===== config.mk =====
export PLATFORM = sky130hd
export DESIGN_NAME = refclk_switch_device_flat
export DESIGN_NICKNAME = d
export VERILOG_FILES = /design/src/inc/refclk_switch_pkg.sv /design/src/inc/refclk_switch_if.sv /design/src/refclk_switch_device.sv /design/src/flat_wrapper.sv
export SDC_FILE = /design/constraint.sdc
export NUM_CORES = 1
export LEC_CHECK = 0
export BUFFER_PORTS_ARGS = -buffer_cell sky130_fd_sc_hd__buf_2
export CAP_MARGIN = 20
export CORE_ASPECT_RATIO = 0.9
export CORE_MARGIN = 3
export CORE_UTILIZATION = 54
export CTS_CLUSTER_SIZE = 14
export DETAILED_ROUTE_END_ITERATION = 12
export PLACE_DENSITY = 0.76
export SYNTH_ARGS = -nofsm -noshare
export SYNTH_HDL_FRONTEND = slang
export SYNTH_SLANG_ARGS = --single-unit

===== constraint.sdc =====
create_clock -name core_clk -period 2.2 [get_ports core_clk]
set_clock_uncertainty 0.1 [all_clocks]
set_input_delay 0.11 -clock core_clk [delete_from_list [all_inputs] [get_ports core_clk]]
set_output_delay 0.11 -clock core_clk [all_outputs]
set_load 0.02 [all_outputs]

===== src/inc/refclk_switch_pkg.sv =====
// Package of constants for the transmit reference-clock switching handshake
// Summary of operation
// - Select low picks 148.5, high 148.35
// - Request with select change or next cycle
// - Hold request until done seen high
// - Drop request, raise transmit reset next cycle
// - Transmit clock then follows newly selected reference
// - Transmit reset active high, level sensitive
// - Transmit reset synchronous to transmit clock
// - Power-down input holds transmit PLL in reset
// - Power-down input fed from power-down output
// - Merged instances share power-down and reference source
// - Power-down one bit per PLL, one or two
// - Power-down output resets the selected PLL
// - Receiver reset active high, level sensitive
// - Receiver reset synchronous to receiver core clock
// - Select stable throughout the reconfiguration interval
// - Switch effective only after reset raised, released
package refclk_switch_pkg;
  localparam int  PLL_COUNT_SWITCH = 2;   // PLLs when switching is enabled
  localparam logic SEL_REF_PRIMARY = 1'b0; // 148.5 MHz reference
  localparam logic SEL_REF_ALT     = 1'b1; // 148.35 MHz reference
  localparam int  RECONFIG_CYCLES  = 16;  // Device-side reconfiguration duration
  localparam int  TX_RESET_CYCLES  = 4;   // Width of the transmit reset pulse
  localparam int  PD_CYCLES        = 8;   // Width of a power-down pulse
  localparam int  CNT_W            = 8;
endpackage : refclk_switch_pkg


===== src/inc/refclk_switch_if.sv =====
// Interface joining the user control end and the device end
interface refclk_switch_if #(
  parameter int PLLS = refclk_switch_pkg::PLL_COUNT_SWITCH
);
  logic            pllSelect;
  logic            reconfigRequest;
  logic            reconfigDone;
  logic            txReset;
  logic            rxReset;
  logic [PLLS-1:0] pllPowerdownIn;
  logic [PLLS-1:0] pllPowerdownOut;

  modport device (
    input  pllSelect, reconfigRequest, txReset, rxReset, pllPowerdownIn,
    output reconfigDone, pllPowerdownOut
  );
  modport host (
    output pllSelect, reconfigRequest, txReset, rxReset, pllPowerdownIn,
    input  reconfigDone, pllPowerdownOut
  );
endinterface : refclk_switch_if


===== src/refclk_switch_device.sv =====
// Device end: reference selection, reconfiguration answer, PLL and receiver resets
module refclk_switch_device #(
  parameter int PLLS       = refclk_switch_pkg::PLL_COUNT_SWITCH,
  parameter int RECFG_CYC  = refclk_switch_pkg::RECONFIG_CYCLES
) (
  input  wire logic            core_clk,
  input  wire logic            rstn,
  refclk_switch_if.device      link,
  input  wire logic            pdRequest,
  output logic                 activeRef,
  output logic                 pendingRef,
  output logic                 txInReset,
  output logic                 rxInReset,
  output logic [PLLS-1:0]      pllHeldReset
);
  typedef enum logic [1:0] {DEV_IDLE, DEV_BUSY, DEV_DONE} dev_state_t;

  dev_state_t                         state_r;
  logic [refclk_switch_pkg::CNT_W-1:0] cnt_r;
  logic                               pendingRef_r;
  logic                               activeRef_r;
  logic                               armed_r;
  logic                               txInReset_r;
  logic                               rxInReset_r;
  logic [PLLS-1:0]                    pdOut_r;
  logic [PLLS-1:0]                    pllHeld_r;
  logic [refclk_switch_pkg::CNT_W-1:0] pdCnt_r;

  wire logic cntDone = (cnt_r == refclk_switch_pkg::CNT_W'(RECFG_CYC - 1));
  wire logic pdDone  = (pdCnt_r == refclk_switch_pkg::CNT_W'(refclk_switch_pkg::PD_CYCLES - 1));
  // Only one PLL is reset on power-down when two exist: the one in use
  wire logic [PLLS-1:0] selMask = (PLLS > 1) ? PLLS'(1) << activeRef_r : PLLS'(1);

  // Reconfiguration handshake; done is held until the request drops
  always_ff @(posedge core_clk or negedge rstn) begin
    if (!rstn) begin
      state_r      <= DEV_IDLE;
      cnt_r        <= '0;
      pendingRef_r <= refclk_switch_pkg::SEL_REF_PRIMARY;
    end else begin
      case (state_r)
        DEV_IDLE: begin
          cnt_r <= '0;
          if (link.reconfigRequest) begin
            state_r      <= DEV_BUSY;
            pendingRef_r <= link.pllSelect;
          end
        end
        DEV_BUSY: begin
          cnt_r <= cnt_r + 1'b1;
          if (!link.reconfigRequest) state_r <= DEV_IDLE; // Aborted request
          else if (cntDone) state_r <= DEV_DONE;
        end
        DEV_DONE: if (!link.reconfigRequest) state_r <= DEV_IDLE;
        default: state_r <= DEV_IDLE;
      endcase
    end
  end

  assign link.reconfigDone = (state_r == DEV_DONE) && link.reconfigRequest;

  // New reference becomes active only on release of a transmit reset after done
  always_ff @(posedge core_clk or negedge rstn) begin
    if (!rstn) begin
      armed_r     <= 1'b0;
      activeRef_r <= refclk_switch_pkg::SEL_REF_PRIMARY;
      txInReset_r <= 1'b1;
      rxInReset_r <= 1'b1;
    end else begin
      txInReset_r <= link.txReset;
      rxInReset_r <= link.rxReset;
      if (state_r == DEV_DONE) armed_r <= 1'b1;
      else if (armed_r && txInReset_r && !link.txReset) begin
        armed_r     <= 1'b0;
        activeRef_r <= pendingRef_r;
      end
    end
  end

  // Power-down pulse out on request; input holds the PLLs in reset
  always_ff @(posedge core_clk or negedge rstn) begin
    if (!rstn) begin
      pdOut_r   <= '0;
      pdCnt_r   <= '0;
      pllHeld_r <= '1;
    end else begin
      pllHeld_r <= link.pllPowerdownIn;
      if (pdOut_r == '0) begin
        pdCnt_r <= '0;
        if (pdRequest) pdOut_r <= selMask;
      end else begin
        pdCnt_r <= pdCnt_r + 1'b1;
        if (pdDone) pdOut_r <= '0;
      end
    end
  end

  assign link.pllPowerdownOut = pdOut_r;
  assign activeRef    = activeRef_r;
  assign pendingRef   = pendingRef_r;
  assign txInReset    = txInReset_r;
  assign rxInReset    = rxInReset_r;
  assign pllHeldReset = pllHeld_r;
endmodule : refclk_switch_device


===== src/flat_wrapper.sv =====
// flat-port wrapper written by rule: the top's interface ports become plain ports
module refclk_switch_device_flat 
#(
  parameter int PLLS       = refclk_switch_pkg::PLL_COUNT_SWITCH,
  parameter int RECFG_CYC  = refclk_switch_pkg::RECONFIG_CYCLES
)
  (core_clk, rstn, pdRequest, activeRef, pendingRef, txInReset, rxInReset, pllHeldReset, link_pllSelect, link_reconfigRequest, link_txReset, link_rxReset, link_pllPowerdownIn, link_reconfigDone, link_pllPowerdownOut);
  refclk_switch_if #(.PLLS(PLLS)) link_i ();
  input  wire logic core_clk;
  input  wire logic rstn;
  input  wire logic pdRequest;
  output logic activeRef;
  output logic pendingRef;
  output logic txInReset;
  output logic rxInReset;
  output logic [PLLS-1:0] pllHeldReset;
  input wire logic [$bits(link_i.pllSelect)-1:0] link_pllSelect;
  input wire logic [$bits(link_i.reconfigRequest)-1:0] link_reconfigRequest;
  input wire logic [$bits(link_i.txReset)-1:0] link_txReset;
  input wire logic [$bits(link_i.rxReset)-1:0] link_rxReset;
  input wire logic [$bits(link_i.pllPowerdownIn)-1:0] link_pllPowerdownIn;
  output wire logic [$bits(link_i.reconfigDone)-1:0] link_reconfigDone;
  output wire logic [$bits(link_i.pllPowerdownOut)-1:0] link_pllPowerdownOut;
  assign link_i.pllSelect = link_pllSelect;
  assign link_i.reconfigRequest = link_reconfigRequest;
  assign link_i.txReset = link_txReset;
  assign link_i.rxReset = link_rxReset;
  assign link_i.pllPowerdownIn = link_pllPowerdownIn;
  assign link_reconfigDone = link_i.reconfigDone;
  assign link_pllPowerdownOut = link_i.pllPowerdownOut;
  refclk_switch_device #(.PLLS(PLLS), .RECFG_CYC(RECFG_CYC)) u_core (.core_clk(core_clk), .rstn(rstn), .link(link_i), .pdRequest(pdRequest), .activeRef(activeRef), .pendingRef(pendingRef), .txInReset(txInReset), .rxInReset(rxInReset), .pllHeldReset(pllHeldReset));
endmodule

# Yosys cells after proc, flatten, opt, wreduce, memory -nomap -nowiden
# Cells that the tools add are included.
[word_totals]
regBits = 27
input_bits = 9
output_inout_bits = 9
wordCells = 47
[op_classes]
addsub = 2
eq_ne = 8
shift = 1
n_mux = 12
n_bitwise = 1
reduce_logical = 13
[ops]
columns = ["cell", "n"]
rows = [
  ["$add A8 B1 Y8 const B", 2],
  ["$pmux W8 S2", 1],
  ["$mux W2", 7],
  ["$eq A8 B3 Y1 const B", 1],
  ["$eq A8 B4 Y1 const B", 1],
  ["$mux W8", 1],
  ["$ne A2 B2 Y1 const B", 3],
  ["$pmux W2 S3", 1],
  ["$reduce_and A2 Y1", 3],
  ["$reduce_bool A2 Y1", 3],
  ["$logic_not A2 Y1", 2],
  ["$logic_and A1 B1 Y1", 3],
  ["$ne A3 B2 Y1 const B", 1],
  ["$reduce_and A3 Y1", 1],
  ["$eq A2 B1 Y1 const B", 1],
  ["$eq A2 B2 Y1 const B", 1],
  ["$mux W1", 2],
  ["$shl A1 B1 Y2 const A", 1],
  ["$logic_not A1 Y1", 1],
  ["$not A1 Y1", 1],
]

# Depth between registers and ports, before layout
# Gate-level depths: netlist (run 1).
[logic_depth]
depth_word = 4
depth_mapped = 4

# Least setup slack after synthesis (run 1)
# Ideal clock, no wire load.
[synth_timing]
path_type = "reg-to-reg"
from = "register u_core.pdCnt_r[4] in the netlist's numbering"
to = "register u_core.pdOut_r[0], in the netlist u_core.link.pllPowerdownOut[0]"
setup_ns = 0.122
t_arrival_ns = 1.386
required_ns = 1.978
path_slack_ns = 0.593
path_stages_with_launch = 4
path_buffers = 0
path_cell_list = "dfrtp_1 > or4_1 > or3_1 > a32o_1"
[synth_via]
elab_chain_cells = 3
[synth_lines]
columns = ["item", "line_no", "rtl"]
rows = [
  ["from (decl)", "refclk_switch_device.sv:27", "logic [refclk_switch_pkg::CNT_W-1:0] pdCnt_r;"],
  ["from (signal assigned)", "refclk_switch_device.sv:92", "pdCnt_r <= pdCnt_r + 1'b1;"],
  ["$eq A8 B3 Y1", "refclk_switch_device.sv:30", "wire logic pdDone = (pdCnt_r == refclk_switch_pkg::CNT_W'(refclk_switch_pkg::PD_CYCLES - 1));"],
  ["$reduce_bool A2 Y1 (no source line)", "n/a", ""],
  ["$reduce_and A2 Y1 (no source line)", "n/a", ""],
  ["to (signal assigned)", "refclk_switch_device.sv:90", "if (pdRequest) pdOut_r <= selMask;"],
  ["to (decl)", "refclk_switch_device.sv:25", "logic [PLLS-1:0] pdOut_r;"],
]
# Every way passes these cells.
# A chain may end at the register's enable or synchronous reset.

# Worst setup path in the final report (run 1)
# Ends and elaborated chain as after synthesis.

==> metrics.txt, run 1 <==
outcome=completed; Max Slew Vio Count=0; register area share after synthesis=57.87%; CTS HTree Levels=1; Die W=55.20 um; switching share of power=32.02%; Async SR Flop Fraction=100.0%; row cnt=15; commonest non-fill, non-tap cells in the layout=dfrtp_1 (23), buf_2 (17), nor2_1 (11); CP endpoint kind=register; Cell Int Power=0.7563 mW; postcts setup bufs=0; Ports=18; Critical Path Source Type=register; drt first-iter violations=30; vias in the first global route=860; RSZ-0062 raised after global routing=false; DR WL/cell=13.19 um; Core ar.=1989 um^2; antenna-violating nets left=0; WS Path Type=reg2reg; P_leak=0.6424 nW; M2 GR Usage=29.13%; CP arrival=1.84 ns; sequential fraction of design power=57.7%; Final Cycle Share=77.14%; number of clock sinks=27; clk root buf=clkbuf_4; CTS Buf Count=3; n_diodes=0; vias per cell=5.531; combinational power share=22.0%; Avg Inst Size Synth=10.89 um^2; dominant synthesized flop cell=dfrtp_1; initial antenna violation count=0; Via Count=885; Yosys reg bits=27; crit path max fanout=4; drt total wl=2.110 mm; placed cell count=148; actual slew at the worst max-slew pin=0.5919 ns; NetSw=0.3562 mW; synth warn=0; Post-Syn Nets=119; DR DRC count=0; max_slew headroom=60.40%; CTS tree=yes; clock power share=20.3%; grt met1 use=24.61%; Final Hold Viols=0; Cell Pwr Density=797.4 nW/um^2; setup slack, reg-to-reg=0.50 ns; final setup margin=0.5029 ns; drt first pass iters=4; met3 Usage GRT=6.825%; post_cts resized=0; die area=2775 um^2; GR Overflow Total=0; commonest non-fill, non-tap cell in the layout=dfrtp_1; number of enable flip-flop cells after synthesis=0; first-pass GRT wire length=3.719 mm; Layout area overhead=18.62%; I/O Buffers=17; synthesized area=1176 um^2; post-place setup slack=0.5379 ns; gr busiest metal=met2; clock tree buffer depth=2; Mapped Cells=108; Clock transition at path regs=0.15 ns; layout cell share with drive strength beyond 1=19.26%; max_cap viols=0; total global routing track utilization=18.51%; routability cong.=0.8521; post-DP HPWL=1.504 mm; Initial Util=59.12%; max frequency=589.2 MHz; final setup violation count=0; post-synthesis cell type count=29; CP Data Required Time=2.34 ns; fin nets=147; worst vdd ir=0.6275 mV; Fin Setup TNS=0 ns; min Tclk post-route=1.697 ns; Worst Hold Class=in2async; Die Span Y=50.28 um; Non-Filler Instances=160; largest net degree at the start of global routing=28; Worst-Skew Late Latency=0.33 ns
[state kept, by name (all words and copies together), names as in the netlist]
register,flops
u_core.cnt_r,8
u_core.pdCnt_r,8
u_core.link.pllPowerdownOut,2
u_core.pllHeldReset,2
u_core.state_r,2
u_core.activeRef,1
u_core.armed_r,1
u_core.pendingRef,1
u_core.rxInReset,1
u_core.txInReset,1
[cell families after synthesis]
group | after synthesis | share of synthesized area (%)
DFF | 27 | 57.87
buffers and inverters | 7 | 2.340
AOI/OAI and AO/OA | 19 | 11.28
adders and majority gates | 2 | 2.127
and+or+nand+nor | 45 | 19.36
muxes | 5 | 4.787
xor gates and xnor gates | 3 | 2.234
[metrics by stage]
stage	area (um^2)	utilization (%)	power [mW]	hold WS, ns
final	1395	70.13	1.112	0.1820
after global routing	1395	70.13	1.188	0.2088
after CTS	1395	70.13	1.124	0.1981
after detailed placement	1284	64.53	0.8861	0.04053
after global placement	1284	64.53	0.8715	0.03721
after floorplan	1176	-	0.8013	-0.2856
[path summary, 6_finish.rpt]
| kind | from | end | depth (start not counted) |
|---|---|---|---|
| min | rstn | u_core.link.pllPowerdownOut[0]$_DFFE_PN0P_ | 2 |
| min reg2reg | u_core.pdCnt_r[0]$_DFF_PN0_ | u_core.pdCnt_r[0]$_DFF_PN0_ | 1 |
| max in group asynchronous | rstn | u_core.cnt_r[1]$_DFFE_PN0P_ | 2 |
| max reg2reg | u_core.pdCnt_r[4]$_DFF_PN0_ | u_core.link.pllPowerdownOut[0]$_DFFE_PN0P_ | 3 |
| max | u_core.pdCnt_r[4]$_DFF_PN0_ | u_core.link.pllPowerdownOut[0]$_DFFE_PN0P_ | 3 |
| min in group core_clk | link_rxReset | u_core.rxInReset$_DFF_PN1_ | 2 |
[Yosys cell counts, drive strengths merged (3+ instances only)]
master	n	area share [%]
nand2b	3	1.6
o21ai	6	2.6
dfstp	4	8.9
or4	3	1.9
or3	5	2.7
inv	5	1.6
dfrtp	23	49
mux2	5	4.8
a21oi	3	1.3
a22o	3	2.2
nor2	11	3.5
nand3	8	3.4
nand2	10	3.2
[power groups by stage]
stage	sequential [mW]	combinational, mW	clock (mW)
6_report	0.642	0.245	0.225
5_1_grt	0.655	0.275	0.257
4_1_cts	0.641	0.248	0.235
3_5_place_dp	0.651	0.236	0
3_3_place_gp	0.646	0.225	0
2_1_floorplan	0.670	0.131	0
[layout make-up]
cell class                      instances  area, um^2
Sequential cell                        27       680.7
Clock inverter                          1       8.758
Inverter                                5       18.77
Fill cell                             140       594.3
Clock buffer                            3       22.52
Tap cell                               25       31.28
Timing Repair Buffer                   25       165.2
Multi-Input combinational cell         74       467.9
[critical path, stage by stage, from the launching register on]
cell and delay (ns):
dfrtp_1 0.45, or4_1 0.50, or3_1 0.35, a32o_1 0.21
[repair_timing]
action                                 in CTS  in global routing
setup endpoints to repair                   0                  0
hold buffers                                8                  0
endpoints found under the hold margin      33                  0
[routing by layer]
layer,share of wire (%),wire length [um],vias up
met2,48,1023,26
li1,-,-,439
met1,45,956,418
met3,5.6,119,2
met5,0,0,-
met4,0.52,11,0
Note: power is estimated with default switching activity, not from simulation.
==> run 2, diff against run 1 <==
==> constraint.sdc (replaced) <==
create_clock -name core_clk -period 1.7 [get_ports core_clk]
set_clock_uncertainty 0.1 [all_clocks]
set_input_delay 0.085 -clock core_clk [delete_from_list [all_inputs] [get_ports core_clk]]
set_output_delay 0.085 -clock core_clk [all_outputs]
set_load 0.02 [all_outputs]
==> run 2 against run 1 <==
  * Flip-flop and latch count unchanged
  * Count of clock-buffer cells in the layout unchanged
  * Non-clock buffer count increased by 6
  * Utilization increased by 2.5 points
  * Clock power increased by 26%
  * Largest power group unchanged
  * Largest cell class unchanged
  * Global-route usage increased by 1.5 points
  * Critical path type unchanged
==> metrics.txt, run 2 (same netlist as run 1, synthesis figures left out) <==
commonest non-fill, non-tap cell in the layout=dfrtp_1; worst vdd ir=0.9355 mV (+49%); Buf/Inv on CP=0 (unchanged); max_slew headroom=61.33% (+0.94 points); total power=1.485 mW (+33%); WS Path Type=reg2reg; clk root buf=clkbuf_4; antenna-violating nets left=0 (unchanged); FF-to-FF Start=u_core.pdCnt_r[5]$_DFF_PN0_; Die W=55.20 um (unchanged); Initial Util=59.12% (unchanged); RSZ-0062 raised after global routing=false; layout cell share with drive strength beyond 1=23.40% (+4.1 points); Final Hold Viols=0 (unchanged); cell-by-cell trace of the critical path=or4_1 -> or3_4 -> a32o_1; n_diodes=0 (unchanged); Worst path slowest cell=or4_1; R2R depth=3 (unchanged); die area=2775 um^2 (unchanged); final core utilization=72.58% (+2.5 points); Worst Hold Class=in2async; actual slew at the worst max-slew pin=0.5800 ns (-0.01184 ns); CP delay by family, top=simple AND/OR/NAND/NOR gates; Ports=18 (unchanged); drt total wl=2.354 mm (+12%); CTS Buf Count=3 (unchanged); CTS HTree Levels=1 (unchanged); fin nets=153 (+4.1%); total global routing track utilization=19.99% (+1.5 points); setup slack, reg-to-reg=0.03 ns (-0.47 ns); Core ar.=1989 um^2 (unchanged); initial antenna violation count=0 (unchanged); # fillers=153 (+9.3%); max_cap viols=0 (unchanged); I/O Buffers=17 (unchanged); DR WL/cell=14.18 um (+7.5%); Die Span Y=50.28 um (unchanged); Cell Pwr Density=1028 nW/um^2 (+29%); Layout area overhead=22.77%; final setup violation count=0 (unchanged); max incr delay on CP=0.52 ns (+0.02 ns); final setup margin=0.03117 ns (-0.4717 ns); RR Endpoint=u_core.link.pllPowerdownOut[0]$_DFFE_PN0P_; Worst-Skew Late Latency=0.33 ns (about the same); drt first-iter violations=20 (-33%); number of clock sinks=27 (unchanged); min Tclk post-route=1.669 ns (-0.02828 ns); P_leak=0.6714 nW (+4.5%); crit path max fanout=2 (-2); GR Overflow Total=0 (unchanged); placed cell count=153 (+3.4%); routability cong.=0.8488 (-0.39%); post-DP HPWL=1.564 mm (+4.0%); CP arrival=1.81 ns (-0.03 ns); post-place setup slack=0.02081 ns (-0.5171 ns); largest net degree at the start of global routing=28 (unchanged); Clock transition at path regs=0.15 ns (about the same); CP endpoint kind=register; Regs by FF count=u_core.cnt_r x8, u_core.pdCnt_r x8; first-pass GRT wire length=3.939 mm (+5.9%); Critical Path Source Type=register; vias per cell=5.651 (+2.2%); DR DRC count=0 (unchanged); CP Data Required Time=1.84 ns (-0.50 ns); clock tree buffer depth=2 (unchanged); CTS tree=yes; row cnt=15 (unchanged); commonest non-fill, non-tap cells in the layout=dfrtp_1 (23), buf_2 (17), nor2_1 (11); Via Count=938 (+6.0%); Max Slew Vio Count=0 (unchanged); Fin Setup TNS=0 ns (unchanged); max frequency=599.2 MHz (+1.7%); Non-Filler Instances=166 (+3.8%); vias in the first global route=922 (+7.2%); drt first pass iters=4 (unchanged); Final Cycle Share=98.17% (+21 points); outcome=completed
[run 2: cell types whose count changed in the layout (fill, tap and decap cells not counted), sizes merged]
cell      previous run  this run
buf                 17        23
inv                  6         5
clkinvlp             0         1
[run 2: layout make-up]
class | instances | area, um^2 | area share [%]
clock inverter | 1 | 7.507 | 0.5199
multi-input combinational | 74 | 473.0 | 32.76
timing repair buffer | 31 | 210.2 | 14.56
tap | 25 | 31.28 | 2.166
clock buffer | 3 | 22.52 | 1.560
inverter | 5 | 18.77 | 1.300
sequential | 27 | 680.7 | 47.14
[run 2: how the worst max path moves through the flow]
| stage | from | endpoint | slack (ns) | depth (start not counted) |
|---|---|---|---|---|
| CTS | u_core.pdCnt_r[5]$_DFF_PN0_ | u_core.link.pllPowerdownOut[0]$_DFFE_PN0P_ | 0.03 | 3 |
| detailed placement | u_core.pdCnt_r[5]$_DFF_PN0_ | u_core.link.pllPowerdownOut[0]$_DFFE_PN0P_ | 0.02 | 3 |
| finish | u_core.pdCnt_r[5]$_DFF_PN0_ | u_core.link.pllPowerdownOut[0]$_DFFE_PN0P_ | 0.03 | 3 |
| floorplan | u_core.pdCnt_r[4]$_DFF_PN0_ | u_core.link.pllPowerdownOut[0]$_DFFE_PN0P_ | 0.09 | 3 |
| global placement | u_core.pdCnt_r[5]$_DFF_PN0_ | u_core.link.pllPowerdownOut[0]$_DFFE_PN0P_ | 0.06 | 3 |
| global route | u_core.pdCnt_r[5]$_DFF_PN0_ | u_core.link.pllPowerdownOut[0]$_DFFE_PN0P_ | 0.0009 | 3 |
[run 2: metal layers]
layer	global-route usage, %	wire length, um	up-vias
li1	-	-	454
met5	0	0	-
met3	7.122	94	4
met1	25.78	1107	455
met4	6.073	35	0
met2	31.10	1116	25
[run 2: report_power, final]
| part | switching (mW) | internal, mW |
|---|---|---|
| Sequential | 0.0778 | 0.739 |
| Combinational | 0.206 | 0.178 |
| Clock | 0.193 | 0.0900 |
| Total | 0.477 | 1.01 |
[run 2: what timing repair did]
action | CTS | global route
endpoints found under the setup margin | 1 | 1
hold buffers | 8 | 0
hold endpoints to repair | 33 | 0
setup buffers | 1 | 0
pin swaps | 0 | 0
gates resized for setup | 0 | 1
[run 2: metrics by stage]
stage | area (um^2) | hold WS, ns
6_report | 1444 | 0.1619
2_1_floorplan | 1176 | -0.3106
5_1_grt | 1444 | 0.1970
3_3_place_gp | 1321 | 0.01488
4_1_cts | 1439 | 0.1915
3_5_place_dp | 1321 | 0.02134
